## src/logic/hbs_regs.vh

```
// Constants of the half-bridge static gate sequencer.
`ifndef HBS_REGS_VH
`define HBS_REGS_VH

// =============================================================
// Bridge mode codes
`define HBS_MODE_PASSIVE   2'h0
`define HBS_MODE_LS_ON     2'h1
`define HBS_MODE_HS_ON     2'h2
`define HBS_MODE_ACT_OFF   2'h3

// =============================================================
// Gate drive action codes per gate output
`define HBS_ACT_PASSIVE    3'h0
`define HBS_ACT_CHARGE     3'h1
`define HBS_ACT_DISCHARGE  3'h2
`define HBS_ACT_HARD_OFF   3'h3
`define HBS_ACT_HOLD_ON    3'h4
`define HBS_ACT_HOLD_OFF   3'h5

// =============================================================
// Current steps
`define HBS_STEP_HOLD_LO   6'h0F
`define HBS_STEP_HOLD_HI   6'h14
`define HBS_STEP_HARD_OFF  6'h3F

// =============================================================
// Timing
`define HBS_CLK_MHZ        100
`define HBS_EXEC_MAX_NS    3000
`define HBS_EXEC_MAX_CYC   ((`HBS_EXEC_MAX_NS * `HBS_CLK_MHZ) / 1000)
`define HBS_TIME_W         16

`endif

```

## src/logic/hbs_sequencer.v

```verilog
// Static gate sequencer for three half-bridges.
`timescale 1ns/10ps
`include "hbs_regs.vh"

module hbs_sequencer #(
	parameter integer NB = 3,
	parameter integer TW = `HBS_TIME_W
) (
	// Clock and reset
	input  wire            ref_clk_in,
	input  wire            reset_in,
	// Command path
	input  wire            cs_n_in,
	input  wire            charge_pump_enable_in,
	input  wire [2*NB-1:0] bridge_mode_sel_in,
	input  wire [NB-1:0]   bridge_pwm_select_in,
	input  wire [4*NB-1:0] static_drive_current_code_in,
	input  wire            hold_current_select_in,
	input  wire [NB-1:0]   pwm_in,
	// Phase durations in cycles, per bridge
	input  wire [TW*NB-1:0] guard_time_in,
	input  wire [TW*NB-1:0] blank_time_in,
	input  wire [TW*NB-1:0] drain_source_filter_time_in,
	// Gate drive
	output reg  [NB-1:0]   high_side_gate_on_out,
	output reg  [NB-1:0]   low_side_gate_on_out,
	output reg  [3*NB-1:0] high_side_gate_act_out,
	output reg  [3*NB-1:0] low_side_gate_act_out,
	output reg  [6*NB-1:0] high_side_gate_step_out,
	output reg  [6*NB-1:0] low_side_gate_step_out,
	output reg  [NB-1:0]   bridge_busy_out,
	output reg             cmd_exec_out
);

	// =============================================================
	// Phase states
	localparam [3:0] ST_IDLE  = 4'h1;
	localparam [3:0] ST_GUARD = 4'h2;
	localparam [3:0] ST_CHG   = 4'h4;
	localparam [3:0] ST_HOLD  = 4'h8;

	// =============================================================
	// Helpers
	function [5:0] code_step;
		input [3:0] code;
		begin
			code_step = {code, 2'b00};
		end
	endfunction

	// =============================================================
	// Chip-select, pump-enable and PWM synchronisers; chip-select rising edge
	reg cs_s1_r;
	reg cs_s2_r;
	reg cs_s3_r;
	reg cp_s1_r;
	reg cp_s2_r;
	reg [NB-1:0] pwm_s1_r;
	reg [NB-1:0] pwm_s2_r;
	wire cs_rise = cs_s2_r & ~cs_s3_r;

	always @(posedge ref_clk_in) begin
		if (reset_in) begin
			cs_s1_r  <= 1'b1;
			cs_s2_r  <= 1'b1;
			cs_s3_r  <= 1'b1;
			cp_s1_r  <= 1'b0;
			cp_s2_r  <= 1'b0;
			pwm_s1_r <= {NB{1'b0}};
			pwm_s2_r <= {NB{1'b0}};
		end else begin
			cs_s1_r  <= cs_n_in;
			cs_s2_r  <= cs_s1_r;
			cs_s3_r  <= cs_s2_r;
			cp_s1_r  <= charge_pump_enable_in;
			cp_s2_r  <= cp_s1_r;
			pwm_s1_r <= pwm_in;
			pwm_s2_r <= pwm_s1_r;
		end
	end

	// =============================================================
	// Per-bridge sequencers
	reg [2*NB-1:0] mode_s1_r;
	reg [2*NB-1:0] mode_s2_r;
	reg [NB-1:0]   psel_s1_r;
	reg [NB-1:0]   psel_s2_r;
	reg [4*NB-1:0] code_s1_r;
	reg [4*NB-1:0] code_s2_r;
	reg            hsel_s1_r;
	reg            hsel_s2_r;
	reg [NB-1:0]   pwm_sel_r;
	reg [4*NB-1:0] code_r;
	reg            hold_sel_r;
	reg [NB-1:0]   exec_r;

	// Command fields cross through two stages, in step with the chip-select path.
	always @(posedge ref_clk_in) begin
		if (reset_in) begin
			mode_s1_r <= {2*NB{1'b0}};
			mode_s2_r <= {2*NB{1'b0}};
			psel_s1_r <= {NB{1'b0}};
			psel_s2_r <= {NB{1'b0}};
			code_s1_r <= {4*NB{1'b0}};
			code_s2_r <= {4*NB{1'b0}};
			hsel_s1_r <= 1'b0;
			hsel_s2_r <= 1'b0;
		end else begin
			mode_s1_r <= bridge_mode_sel_in;
			mode_s2_r <= mode_s1_r;
			psel_s1_r <= bridge_pwm_select_in;
			psel_s2_r <= psel_s1_r;
			code_s1_r <= static_drive_current_code_in;
			code_s2_r <= code_s1_r;
			hsel_s1_r <= hold_current_select_in;
			hsel_s2_r <= hsel_s1_r;
		end
	end

	// Command fields are latched on the synchronised chip-select edge.
	always @(posedge ref_clk_in) begin
		if (reset_in) begin
			pwm_sel_r  <= {NB{1'b0}};
			code_r     <= {4*NB{1'b0}};
			hold_sel_r <= 1'b0;
		end else if (cs_rise) begin
			pwm_sel_r  <= psel_s2_r;
			code_r     <= code_s2_r;
			hold_sel_r <= hsel_s2_r;
		end
	end

	wire [5:0] hold_step = hold_sel_r ? `HBS_STEP_HOLD_HI : `HBS_STEP_HOLD_LO;

	genvar b;
	generate
		for (b = 0; b < NB; b = b + 1) begin : g_br
			reg [3:0]    st_r;
			reg [TW:0]   cnt_r;
			reg [1:0]    cur_r;
			wire [1:0]   new_mode = mode_s2_r[2*b+1:2*b];
			wire [TW-1:0] t_guard = guard_time_in[TW*b+TW-1:TW*b];
			wire [TW:0]  t_chg = {1'b0, blank_time_in[TW*b+TW-1:TW*b]}
				+ {1'b0, drain_source_filter_time_in[TW*b+TW-1:TW*b]};
			wire [5:0]   cstep = code_step(code_r[4*b+3:4*b]);
			wire         turn_on = (new_mode == `HBS_MODE_LS_ON) |
				(new_mode == `HBS_MODE_HS_ON);
			wire         was_on = (cur_r == `HBS_MODE_LS_ON) |
				(cur_r == `HBS_MODE_HS_ON);
			reg [2:0]    hs_act;
			reg [2:0]    ls_act;
			reg [5:0]    hs_stp;
			reg [5:0]    ls_stp;
			reg          on_act;
			reg [2:0]    off_act;
			reg [5:0]    on_stp;
			reg [5:0]    off_stp;

			// A new command restarts the sequence from the present gate state.
			always @(posedge ref_clk_in) begin
				if (reset_in) begin
					st_r  <= ST_IDLE;
					cnt_r <= {(TW+1){1'b0}};
					cur_r <= `HBS_MODE_PASSIVE;
				end else if (cs_rise) begin
					cur_r <= new_mode;
					if (new_mode == `HBS_MODE_PASSIVE && cur_r == `HBS_MODE_PASSIVE) begin
						st_r <= ST_IDLE;
					end else if (turn_on && (!was_on || cur_r == new_mode)) begin
						st_r  <= ST_CHG;
						cnt_r <= t_chg;
					end else begin
						st_r  <= ST_GUARD;
						cnt_r <= {1'b0, t_guard};
					end
				end else begin
					case (st_r)
						ST_IDLE: begin
							st_r <= ST_IDLE;
						end
						ST_GUARD: begin
							if (cnt_r <= 1) begin
								st_r  <= (cur_r == `HBS_MODE_LS_ON ||
									cur_r == `HBS_MODE_HS_ON) ? ST_CHG : ST_HOLD;
								cnt_r <= t_chg;
							end else begin
								cnt_r <= cnt_r - 1'b1;
							end
						end
						ST_CHG: begin
							if (cnt_r <= 1) begin
								st_r <= ST_HOLD;
							end else begin
								cnt_r <= cnt_r - 1'b1;
							end
						end
						ST_HOLD: begin
							st_r <= ST_HOLD;
						end
						default: begin
							st_r <= ST_IDLE;
						end
					endcase
				end
			end

			// Drive the gate turning on and the opposite gate; swapped for low-side.
			always @* begin
				on_act  = 1'b0;
				off_act = `HBS_ACT_HOLD_OFF;
				on_stp  = hold_step;
				off_stp = hold_step;
				hs_act  = `HBS_ACT_PASSIVE;
				ls_act  = `HBS_ACT_PASSIVE;
				hs_stp  = 6'h00;
				ls_stp  = 6'h00;
				case (st_r)
					ST_GUARD: begin
						off_act = `HBS_ACT_DISCHARGE;
						off_stp = cstep;
					end
					ST_CHG: begin
						on_act  = 1'b1;
						off_act = `HBS_ACT_HARD_OFF;
						on_stp  = cstep;
						off_stp = `HBS_STEP_HARD_OFF;
					end
					default: begin
						on_act  = 1'b0;
					end
				endcase
				if (!cp_s2_r || st_r == ST_IDLE ||
					(cur_r == `HBS_MODE_PASSIVE && st_r == ST_HOLD)) begin
					hs_act = `HBS_ACT_PASSIVE;
					ls_act = `HBS_ACT_PASSIVE;
				end else if (cur_r == `HBS_MODE_HS_ON) begin
					hs_act = (st_r == ST_GUARD) ? off_act :
						(on_act ? `HBS_ACT_CHARGE : `HBS_ACT_HOLD_ON);
					hs_stp = (st_r == ST_GUARD) ? off_stp : on_stp;
					ls_act = off_act;
					ls_stp = off_stp;
				end else if (cur_r == `HBS_MODE_LS_ON) begin
					ls_act = (st_r == ST_GUARD) ? off_act :
						(on_act ? `HBS_ACT_CHARGE : `HBS_ACT_HOLD_ON);
					ls_stp = (st_r == ST_GUARD) ? off_stp : on_stp;
					hs_act = off_act;
					hs_stp = off_stp;
				end else begin
					hs_act = off_act;
					ls_act = off_act;
					hs_stp = off_stp;
					ls_stp = off_stp;
				end
			end

			// Registered gate outputs; PWM-selected bridges drive the gate of their on mode from the PWM input while the pump is enabled.
			always @(posedge ref_clk_in) begin
				if (reset_in) begin
					high_side_gate_on_out[b]         <= 1'b0;
					low_side_gate_on_out[b]          <= 1'b0;
					high_side_gate_act_out[3*b+2:3*b] <= `HBS_ACT_PASSIVE;
					low_side_gate_act_out[3*b+2:3*b]  <= `HBS_ACT_PASSIVE;
					high_side_gate_step_out[6*b+5:6*b] <= 6'h00;
					low_side_gate_step_out[6*b+5:6*b]  <= 6'h00;
					bridge_busy_out[b]               <= 1'b0;
					exec_r[b]                        <= 1'b0;
				end else begin
					exec_r[b] <= cs_rise;
					bridge_busy_out[b] <= (st_r == ST_GUARD) | (st_r == ST_CHG);
					high_side_gate_act_out[3*b+2:3*b] <= hs_act;
					low_side_gate_act_out[3*b+2:3*b]  <= ls_act;
					high_side_gate_step_out[6*b+5:6*b] <= hs_stp;
					low_side_gate_step_out[6*b+5:6*b]  <= ls_stp;
					if (pwm_sel_r[b] && cp_s2_r) begin
						high_side_gate_on_out[b] <= (cur_r == `HBS_MODE_HS_ON) & pwm_s2_r[b];
						low_side_gate_on_out[b]  <= (cur_r == `HBS_MODE_LS_ON) & pwm_s2_r[b];
					end else begin
						high_side_gate_on_out[b] <= (hs_act == `HBS_ACT_CHARGE) |
							(hs_act == `HBS_ACT_HOLD_ON);
						low_side_gate_on_out[b]  <= (ls_act == `HBS_ACT_CHARGE) |
							(ls_act == `HBS_ACT_HOLD_ON);
					end
				end
			end
		end
	endgenerate

	always @(posedge ref_clk_in) begin
		if (reset_in) begin
			cmd_exec_out <= 1'b0;
		end else begin
			cmd_exec_out <= |exec_r;
		end
	end

endmodule // hbs_sequencer
```

## config.mk

```make
export PLATFORM = sky130hd
export DESIGN_NAME = hbs_sequencer
export DESIGN_NICKNAME = d
export VERILOG_FILES = /design/src/logic/hbs_sequencer.v
export VERILOG_INCLUDE_DIRS = /design/src /design/src/logic
export SDC_FILE = /design/constraint.sdc
export NUM_CORES = 1
export LEC_CHECK = 0
export BUFFER_PORTS_ARGS = -buffer_cell sky130_fd_sc_hd__buf_2
export CAP_MARGIN = 20
export CORE_MARGIN = 4
export CORE_UTILIZATION = 50
export CTS_CLUSTER_SIZE = 10
export DETAILED_ROUTE_END_ITERATION = 8
export GPL_TIMING_DRIVEN = 0
export PLACE_DENSITY_LB_ADDON = 0.12
export SYNTH_ARGS = -nofsm -noshare
export SYNTH_HDL_FRONTEND = slang
export SYNTH_SLANG_ARGS = --single-unit
export TNS_END_PERCENT = 20
```

## constraint.sdc

```tcl
create_clock -name ref_clk_in -period 2.7 [get_ports ref_clk_in]
set_clock_uncertainty 0.1 [all_clocks]
set_input_delay 0.27 -clock ref_clk_in [delete_from_list [all_inputs] [get_ports ref_clk_in]]
set_output_delay 0.27 -clock ref_clk_in [all_outputs]
set_load 0.02 [all_outputs]
```

== After elaboration in Yosys (flattened, before gate mapping) ==
Index checks and enable logic that the tools add are counted.
Operators by class
  add/sub/neg operators: 6
  bitwise logic cells: 23
  order comparisons: 3
  reduce and logical (&&, ||, !) cells: 46
  multiplexer cells: 91
  eq/ne operators: 51
Operators by type and width (number)
  17-bit two-way mux: 15
  17-bit one-hot mux with 2 select lines: 3
  6-bit two-way mux: 15
  3-bit two-way mux: 27
  16-bit by 16-bit adder with 17-bit output: 3
  17-bit by 1-bit <= comparator with 1-bit output (second input constant): 3
  17-bit by 1-bit subtractor with 17-bit output (second input constant): 3
  4-bit two-way mux: 12
  4-bit one-hot mux with 3 select lines: 3
  6-bit one-hot mux with 2 select lines: 3
  3-bit != test (second input constant): 9
  3-bit by 1-bit == test with 1-bit output (second input constant): 6
  3-bit == test (second input constant): 6
  3-bit one-hot mux with 2 select lines: 3
  1-bit bitwise OR: 15
  2-bit by 1-bit == test with 1-bit output (second input constant): 6
  2-bit == test (second input constant): 6
  4-bit by 1-bit == test with 1-bit output (second input constant): 3
  4-bit by 2-bit == test with 1-bit output (second input constant): 3
  4-bit by 3-bit == test with 1-bit output (second input constant): 3
  4-bit == test (second input constant): 3
  1-bit logical AND: 12
  2-bit logical NOT: 6
  1-bit logical OR: 12
  other kinds (11): 40
Storage, ports and cells
  logic and storage cells: 270
  output and inout port bits: 64
  register bits after elaboration: 205

== Longest topological paths before layout ==
Gate-level depths: netlist (run 1).
  depth in word-level cells: 10
  gate-level depth with buffers: 10

== Worst setup path after synthesis (run 1) ==
No wires, ideal clock.
  path kind: reg2reg
  from: register g_br[2].cnt_r[0]
  to: register g_br[2].cnt_r[13]
  stages on the path, launching flop included: 8
  data arrival time: 2.510 ns
  clock period less this slack: 2.738 ns
  required time: 2.472 ns
  buffers on the path: 0
  slack: -0.038 ns
  cells stage by stage: dfxtp_1 > or4_4 > or2_4 > or4_4 > or4b_4 > xnor2_2 > a221oi_2 > a211oi_2
On the way
  word-level cells in the longest chain between the ends: 4
  elaborated cells between the ends (all ways): 8
Ends and longest elaborated chain
  start: declaration: line hbs_sequencer.v:139  | reg [TW:0] cnt_r;
  start signal: assignment: line hbs_sequencer.v:163  | cnt_r <= {(TW+1){1'b0}};
  start signal: assignment: line hbs_sequencer.v:171  | cnt_r <= t_chg;
  start signal: assignment: line hbs_sequencer.v:174  | cnt_r <= {1'b0, t_guard};
  17-bit by 1-bit subtractor with 17-bit output / 17-bit by 1-bit <= comparator with 1-bit output (equally long branches)
  17-bit two-way mux, on equally long branches: line hbs_sequencer.v:191, hbs_sequencer.v:182
  17-bit one-hot mux with 2 select lines: line hbs_sequencer.v:177  | case (st_r)
  17-bit two-way mux: line hbs_sequencer.v:165  | end else if (cs_rise) begin
Several ways; a longest one is shown, not always the timed one. The select of a mux whose other input is x is not followed.
A chain may end at the register's enable or synchronous reset.

== Worst setup path in the final report (run 1) ==
Same ends and word-level chain as after synthesis.

==> results.json, run 1 <==
{
  "initial_core_util_pct": 50.8,
  "r2r-end": "g_br[2].cnt_r[13]",
  "min_to": "code_s1_r[11]",
  "ys.flop_type": "dfxtp_1",
  "rsz0062_at_grt": "true",
  "cts.path.max_buffers": 2,
  "synthCells": 1357,
  "rrSetupSlack_ns": -0.12,
  "cts_max_level": 4,
  "postRouteWirelength_mm": 32.8,
  "cp_max_fo": 5,
  "crit_buf_inv": 0,
  "layout_setup_ws_ns": -0.117,
  "ys_seq_elements": 196,
  "drc": 0,
  "wire_per_inst_um": 16.9,
  "cts_tree": "done",
  "clkTransAtPathRegs_ns": 0.08,
  "cts_sinks": 196,
  "worstReg2RegStart": "g_br[2].cnt_r[0]",
  "grt_use_total_pct": 25.4,
  "die-area_sq_mm": 0.0246,
  "core_sq_mm": 0.0218,
  "tightest_slew_ns": 0.970,
  "fin_cells": 1942,
  "status": "complete, but fails checks",
  "ys_types": 87,
  "worstPathRequired_ns": 2.93,
  "drive_gt1_share_pct": 22.3,
  "die_y_um": 157,
  "vias": 11100,
  "path_depth": 7,
  "final_cell_mix": "buf_2, dfxtp_1, nor2_1",
  "layout_commonest_cell": "buf_2",
  "antenna_found_initial": 1,
  "area_growth_pct": 24.6,
  "p_leak_nw": 6.01,
  "critPathMaxStageDelay_ns": 0.55,
  "portBuffers": 236,
  "overflow": 0,
  "place.gp.congestion": 0.948,
  "min_from": "static_drive_current_code_in[11]",
  "grt_pass1_vias": 10100,
  "cts_buffers": 17,
  "slew_headroom_pct": 34.9,
  "fin_nets": 1890,
  "firstDrtPassIters": 7,
  "synth-warning-count": 0,
  "row_count": 54,
  "viasPerCell": 5.72,
  "period_share_pct": 104,
  "hpwlAfterDp_mm": 24.6,
  "ys_seq_area_share_pct": 35.4,
  "dp_cells": 1874,
  "grt_pass1_wl_mm": 50.1,
  "maxSlewViolCount": 0,
  "maxCapViolations": 0,
  "synth_edf_count": 0,
  "crit_type": "reg -> reg",
  "ant_nets": 0,
  "synthArstFlopShare_pct": 0,
  "grt_max_degree": 24,
  "slowest_stage": "or4_4",
  "startpoint_type": "flop",
  "failed_checks": "setup timing",
  "die_x_um": 157,
  "drtIter0Drc": 614,
  "end_kind": "flop",
  "cp_top_family": "simple AND/OR/NAND/NOR gates",
  "synth.net_count": 1599,
  "setup-violations-final": 2,
  "crit_chain": "or4_4, or2_4, or4_4, or4b_4, xnor2_2, a221oi_2, a211oi_2",
  "min_period_ns": 2.82,
  "max_clock_freq_ghz": 0.355,
  "ir_drop_uv": 430,
  "clock_latency_ns": 0.44,
  "cpMostUsedCell": "or4_4",
  "power.total_w": 0.00709,
  "cts-root-buf": "clkbuf_16",
  "syn_area_per_cell_sq_um": 8.18,
  "finalHoldViolCount": 0,
  "power_density_mw_per_mm2": 513,
  "ioPinCount": 237,
  "holdPathStages": 2,
  "hold_class": "in -> reg",
  "reg2regPathDepth": 7,
  "crit_arrival_ns": 3.04,
  "netlist_area_sq_mm": 0.0111
}
## routing by layer
metal	GRT usage, %	share of wire [%]
met2	41.8	47
met5	0	0
met3	4.48	7.1
met1	33.9	44
met4	8.22	2.5
## what timing repair did
action	4_1_cts	5_1_grt
endpoints found under the setup margin	78	67
buffers inserted	0	11
pin swaps	3	12
hold endpoints to repair	25	0
cloned	0	1
gates resized for setup	22	41
hold buffers	25	0
## worst max path at each step
stage | startpoint | end
2_1_floorplan | g_br[2].cnt_r[0] | g_br[2].cnt_r[13]
3_3_place_gp | cs_s2_r | pwm_sel_r[2]
3_5_place_dp | cs_s2_r | pwm_sel_r[0]
4_1_cts | g_br[2].cnt_r[0] | g_br[2].cnt_r[13]
5_1_grt | g_br[2].cnt_r[0] | g_br[2].cnt_r[13]
6_report | g_br[2].cnt_r[0] | g_br[2].cnt_r[13]
## where the power goes
group,total (W),switching (W),internal (W)
Combinational,0.00147,0.000820,0.000653
Sequential,0.00297,0.0000276,0.00294
Clock,0.00265,0.00136,0.00130
Total,0.00709,0.00221,0.00489
## worst reg2reg max path, delay by kind of cell (launching register included)
kind                      cells  cell delay (ns)
and+or+nand+nor               4             1.76
xor gates and xnor gates      1             0.15
AOI/OAI and AO/OA             2             0.35
DFF                           1             0.35
## stage by stage
stage	util, %	area, sq um	TNS [ns]	setup WS (ns)	hold WS (ns)
finish	63.4	13800	-0.147	-0.117	0.0110
floorplan	-	11100	-0.0240	-0.0240	0.274
global placement	57.9	12600	-16.47	-0.412	0.306
CTS	62.3	13600	-0.722	-0.112	0.00275
global route	63.4	13800	-1.70	-0.179	0.0165
detailed placement	57.9	12600	-18.21	-0.494	0.309
## cells by family after synthesis
group,after synthesis,share of synthesized area (%)
flops,196,35.4
buf+inv,105,4.16
simple gates,529,23.4
compound gates,375,22.4
fa+ha+maj,69,7.98
mux,9,0.857
xor+xnor,74,5.91
## cells in the mapped netlist (all sizes together) (10+ instances only)
master	number	share of area, %
xor2	37	2.9
nand2	129	4.4
nand2b	13	0.73
xnor2	37	3.0
a211oi	42	3.0
nor2	162	5.5
o21a	10	0.68
or4	11	0.85
clkbuf	42	1.4
o211ai	13	0.88
a221oi	15	1.2
ha	66	7.4
a21o	25	1.7
dfxtp	196	35
a21oi	117	5.3
nand3	24	1.1
or3	13	0.73
nor2b	64	3.6
nor3	47	2.1
o21ai	61	2.8
inv	36	1.2
buf	27	1.5
o22ai	10	0.56
nand4	10	0.56
or2	12	0.70
nor4	13	0.87
## sequential cells by signal, indices dropped and copies added, names as in the netlist, 9 cells and up
| register | cells |
|---|---|
| code_r | 12 |
| g_br.st_r | 12 |
| g_br.cnt_r | 51 |
| high_side_gate_act_out | 9 |
| code_s1_r | 12 |
| high_side_gate_step_out | 15 |
| code_s2_r | 12 |
| low_side_gate_step_out | 15 |
## final cells by class
type,count,area [sq um]
multi-input cells,1056,6890
repair buffers,274,1540
fillers,1934,8000
clock buffers,17,425
plain buffers,67,347
inverters,36,135
diodes,1,2.50
flip-flops and latches,196,3930
well taps,280,350
clock inverters,15,210
Power figures use the tool's default switching activity.
==> run 2: changes to the inputs <==
Settings changed: PLACE_DENSITY set to 0.74, PLACE_DENSITY_LB_ADDON 0.12 to unset.
==> run 2 against run 1 <==
  * The flow still finishes with violations (setup timing)
  * Cell area down 0.95%
  * Flip-flop and latch count unchanged
  * Combinational power down 3%
  * Clock power down 5%
  * Total power down 2.8%
  * Largest power group unchanged
  * Critical path depth unchanged
  * Die area unchanged
  * Worst setup slack better by 0.0091 ns
  * Critical endpoint unchanged
==> results.json, run 2 (synthesis results as in run 1) <==
{
  "cts_tree": "done",
  "power.total_w": 0.00690,
  "rsz0062_at_grt": "true",
  "grt_use_total_pct": 25.5,
  "failed_checks": "setup timing",
  "end_kind": "flop",
  "cts_buffers": 17,
  "rrSetupSlack_ns": -0.11,
  "tightest_slew_ns": 0.973,
  "die_y_um": 157,
  "dp_cells": 1874,
  "portBuffers": 236,
  "fin_cells": 1941,
  "tns_ns": -0.334,
  "drtIter0Drc": 868,
  "grt_pass1_wl_mm": 50.8,
  "hold-worst-slack_ns": 0.0184,
  "maxCapViolations": 0,
  "crit_arrival_ns": 3.03,
  "layout_setup_ws_ns": -0.107,
  "register_area_sq_mm": 0.00393,
  "vias": 11000,
  "clock_latency_ns": 0.44,
  "period_share_pct": 104,
  "area_growth_pct": 23.4,
  "layout_commonest_cell": "buf_2",
  "nFillCells": 1946,
  "crit_type": "reg -> reg",
  "worstPathRequired_ns": 2.92,
  "startpoint": "g_br[2].cnt_r[0]",
  "cts.path.max_buffers": 2,
  "worstReg2RegStart": "g_br[2].cnt_r[0]",
  "power_density_mw_per_mm2": 503,
  "cts_max_level": 4,
  "min_period_ns": 2.81,
  "wire_per_inst_um": 16.8,
  "min_from": "bridge_pwm_select_in[2]",
  "grt_max_degree": 21,
  "viasPerCell": 5.68,
  "slew_headroom_pct": 34.6,
  "largest_reg_flops": 51,
  "grt_pass1_vias": 10200,
  "reg_top3": "g_br.cnt_r (51), high_side_gate_step_out (15), low_side_gate_step_out (15)",
  "row_count": 54,
  "drc": 0,
  "clkTransAtPathRegs_ns": 0.07,
  "die-area_sq_mm": 0.0246,
  "ir_drop_uv": 345,
  "overflow": 0,
  "setup-violations-final": 8,
  "max_clock_freq_ghz": 0.356,
  "cts-root-buf": "clkbuf_16",
  "status": "complete, but fails checks",
  "antenna_found_initial": 1,
  "largest-register": "g_br.cnt_r",
  "cp_max_fo": 5,
  "place.gp.congestion": 0.928,
  "fin_nets": 1887,
  "cts_sinks": 196,
  "firstDrtPassIters": 6,
  "drive_gt1_share_pct": 21.7,
  "die_x_um": 157,
  "maxSlewViolCount": 0,
  "hpwlAfterDp_mm": 24.6,
  "initial_core_util_pct": 50.8,
  "hold_class": "in -> reg",
  "final_cell_mix": "buf_2, dfxtp_1, nor2_1",
  "core_sq_mm": 0.0218,
  "ant_nets": 0,
  "multi_input_comb_area_sq_mm": 0.00685,
  "ioPinCount": 237,
  "finalHoldViolCount": 0,
  "startpoint_type": "flop",
  "postRouteWirelength_mm": 32.6,
  "p_leak_nw": 5.97
}
==> run 2: changes by cell type in the layout (fill, tap and decap cells not counted), sizes merged <==
cell and change:
clkbuf +4, diode +2, dlygate4sd3 +1, buf -7
clkinv -1
==> run 2: final timing paths <==
| check | to | cells after the start |
|---|---|---|
| setup reg to reg | g_br[2].cnt_r[13] | 7 |
| setup / recovery | g_br[2].cnt_r[13] | 7 |
| hold / removal | psel_s1_r[2] | 2 |
| hold reg to reg | cs_s2_r | 1 |
==> run 2: timing repair <==
action | in CTS | in global routing
setup endpoints to repair | 78 | 53
resized for setup | 19 | 23
setup buffers | 0 | 7
pin swaps | 2 | 8
hold endpoints to repair | 26 | 0
hold buffers | 26 | 0
==> run 2: critical path, stage by stage (launching register included) <==
cell      delay, ns
dfxtp_2        0.35
or4_4          0.56
or2_4          0.27
or4_4          0.43
or4b_4         0.50
xnor2_2        0.15
a221oi_2       0.23
a211oi_2       0.10
==> run 2: metrics by stage <==
stage	setup slack [ns]	util, %	cell area, sq um
final	-0.107	62.8	13700
after global routing	-0.176	62.7	13700
after CTS	-0.108	62.1	13600
after detailed placement	-0.516	57.9	12600
after floorplan	-0.0240	-	11100
after global placement	-0.503	57.9	12600
==> run 2: area by class of cell <==
class                   count  share of cell area, %
clock inverters            14                   1.17
plain buffers              68                   2.47
inverters                  36                  0.987
flip-flops and latches    196                   28.7
well taps                 280                   2.56
clock buffers              18                   3.13
multi-input cells        1056                   50.0
diodes                      3                 0.0548
repair buffers            270                   11.0
==> run 2: report_power, final <==
part | total (W) | internal [W] | leakage [nW] | switching, W
registers | 0.00297 | 0.00294 | 1.59 | 0.0000278
clock network | 0.00251 | 0.00125 | 0.286 | 0.00126
logic | 0.00142 | 0.000620 | 4.09 | 0.000801
total | 0.00690 | 0.00481 | 5.97 | 0.00209
==> run 2: layer usage <==
| metal | part of all wire (%) | GRT usage, % |
|---|---|---|
| met5 | 0 | 0 |
| met4 | 3.1 | 9.46 |
| met3 | 7.2 | 3.82 |
| met2 | 47 | 42.8 |
| met1 | 43 | 33.3 |
==> run 3: changes to the inputs <==
Settings changed: ABC_AREA set to 1, CORE_UTILIZATION 50 to 52, PLACE_DENSITY 0.74 to 0.75.
==> run 3 against run 2 <==
  * The flow now finishes without violations
  * Total power up 8.6%
  * Sequential share of layout area down 3.1 points
  * Utilization up 0.30 points
  * Sequential power about the same
  * Largest power group unchanged
==> results.json, run 3 <==
{
  "status": "finished clean",
  "netlist_area_sq_mm": 0.0129,
  "hpwlAfterDp_mm": 30.6,
  "ys_types": 42,
  "cts-root-buf": "clkbuf_16",
  "cts_resized": 0,
  "cts_setup_buffers": 0,
  "ant_nets": 0,
  "drive_gt1_share_pct": 16.1,
  "worstReg2RegStart": "cs_s3_r",
  "max_clock_freq_ghz": 0.437,
  "tns_ns": 0,
  "firstDrtPassIters": 6,
  "end_kind": "flop",
  "synth-warning-count": 0,
  "synth_top_cell_area_share_pct": 30.4,
  "tightest_slew_ns": 0.910,
  "period_share_pct": 84.7,
  "die-area_sq_mm": 0.0274,
  "drtIter0Drc": 1025,
  "area_growth_pct": 19.2,
  "min_from": "guard_time_in[24]",
  "ys.flop_type": "dfxtp_1",
  "largest_reg_flops": 51,
  "crit_chain": "nor2_4, inv_2, buf_2, clkbuf_1, nand3_1, o211a_1",
  "slowest_stage": "clkbuf_1",
  "setup-violations-final": 0,
  "wire_per_inst_um": 14.7,
  "gr-usage-met1_pct": 37.9,
  "fin_cells": 2663,
  "min_period_ns": 2.29,
  "rsz0062_at_grt": "false",
  "maxSlewViolCount": 0,
  "drc": 0,
  "ir_drop_uv": 362,
  "grt_use_met2_pct": 47.0,
  "worstPathRequired_ns": 2.94,
  "place.gp.congestion": 0.966,
  "p_leak_nw": 8.48,
  "viasPerCell": 5.13,
  "layout_setup_ws_ns": 0.413,
  "overflow": 0,
  "cts_tree": "done",
  "clock_latency_ns": 0.45,
  "reg_top3": "g_br.cnt_r (51), high_side_gate_step_out (15), low_side_gate_step_out (15)",
  "rrSetupSlack_ns": 0.41,
  "grt_use_total_pct": 28.0,
  "final_cell_mix": "nand2_1, nor2_1, inv_1",
  "cts_buffers": 17,
  "holdPathStages": 5,
  "reg2regPathDepth": 6,
  "cts_max_level": 4,
  "r2r-end": "g_br[1].st_r[2]",
  "layout_commonest_cell": "nand2_1",
  "cts.path.max_buffers": 2,
  "synth.most_common_cell": "nand2_1",
  "ys_seq_elements": 196,
  "synth.area.top_cells": "dfxtp_1, nand2_1, nor2_1, inv_1, ha_1",
  "synthArstFlopShare_pct": 0,
  "largest-register": "g_br.cnt_r",
  "power_density_mw_per_mm2": 487,
  "portBuffers": 235,
  "final_util_pct": 63.1,
  "hold_class": "in -> reg",
  "vias": 13700,
  "startpoint_type": "flop",
  "yosysTopAreaCell": "dfxtp_1",
  "row_count": 57,
  "dp_cells": 2603,
  "postRouteWirelength_mm": 39.1,
  "grt_pass1_wl_mm": 61.4,
  "ys_seq_area_share_pct": 30.4,
  "top_usage_layer": "met2",
  "antenna_found_initial": 1,
  "synth.net_count": 2286,
  "synthTopCellsByCount": "nand2_1, nor2_1, inv_1",
  "min_to": "g_br[1].cnt_r[8]",
  "critPathMaxStageDelay_ns": 0.72,
  "hold-worst-slack_ns": 0.0598,
  "fin_nets": 2567,
  "synthCells": 2044,
  "core_sq_mm": 0.0244,
  "slew_headroom_pct": 39.3,
  "grtUsageMet3_pct": 3.60,
  "finalHoldViolCount": 0,
  "cts_sinks": 196,
  "crit_type": "reg -> reg",
  "pre_cts_slack_ns": 0.376,
  "initial_core_util_pct": 52.9,
  "grt_pass1_vias": 12600,
  "die_y_um": 166,
  "cp_max_fo": 10,
  "clkTransAtPathRegs_ns": 0.08,
  "maxCapViolations": 0,
  "syn_area_per_cell_sq_um": 6.31,
  "ioPinCount": 237,
  "crit_arrival_ns": 2.53,
  "synth_edf_count": 0,
  "grt_max_degree": 22,
  "die_x_um": 166
}
[run 3: cell count changes after synthesis, sizes merged, moves of 36 or more]
cell,change
nand2,+428
inv,+264
nor2,+168
nand3,+110
nor2b,-64
o21ai,+48
a211oi,-36
[run 3: critical path, delay by kind of cell, from the launching register on]
family / cells / cell delay (ns)
AOI/OAI and AO/OA: 1 / 0.16
buffers and inverters: 3 / 1.28
DFF: 1 / 0.38
and+or+nand+nor: 2 / 0.27
[run 3: power breakdown]
group / switching, W / total (W) / internal [W] / leakage [nW]
logic: 0.00117 / 0.00188 / 0.000706 / 6.59
clock network: 0.00132 / 0.00261 / 0.00129 / 0.301
registers: 0.0000418 / 0.00299 / 0.00295 / 1.59
total: 0.00254 / 0.00749 / 0.00495 / 8.48
[run 3: cells by family (layout without fill, tap and decap cells)]
group,count (synthesis),in the layout,synth area share (%)
xor+xnor,54,54,3.66
simple gates,1082,1082,35.4
fa+ha+maj,69,69,6.86
buf+inv,368,662,12.0
compound gates,275,275,11.7
other cells,0,1,0
flops,196,196,30.4
[run 3: area by class of cell]
type / instances / area [sq um]
Tap cell: 324 / 405
Fill cell: 2391 / 9010
Sequential cell: 196 / 3920
Antenna cell: 1 / 2.50
Clock inverter: 14 / 183
Timing Repair Buffer: 262 / 1450
Clock buffer: 18 / 439
Multi-Input combinational cell: 1480 / 7430
Inverter: 302 / 1130
Buffer: 66 / 413
[run 3: how the worst max path moves through the flow]
stage                     slack, ns         startpoint  cells after the start                       end
after floorplan                0.84   blank_time_in[0]                     14         g_br[0].cnt_r[10]
after global placement         0.41           reset_in                      5  high_side_gate_on_out[2]
after detailed placement       0.38  blank_time_in[32]                     10          g_br[2].cnt_r[4]
after CTS                      0.49            cs_s2_r                      7           g_br[1].st_r[2]
after global routing           0.38   g_br[0].cur_r[0]                     11          g_br[0].cnt_r[3]
final                          0.41            cs_s3_r                      6           g_br[1].st_r[2]
[run 3: metrics by stage]
| step | total power (W) | instance area (sq um) |
|---|---|---|
| 6_report | 0.00749 | 15400 |
| 3_3_place_gp | 0.00485 | 14500 |
| 5_1_grt | 0.00785 | 15400 |
| 4_1_cts | 0.00748 | 15400 |
| 2_1_floorplan | 0.00435 | 12900 |
| 3_5_place_dp | 0.00488 | 14500 |
[run 3: repair_timing]
item / 4_1_cts / 5_1_grt
hold buffers: 27 / 0
hold endpoints to repair: 27 / 0
endpoints found under the setup margin: 0 / 0
[run 3: metal layers]
layer,vias to the layer above,part of all wire (%)
li1,6966,-
met1,6168,44
met2,459,46
met3,70,6.9
met4,0,2.6
met5,-,0
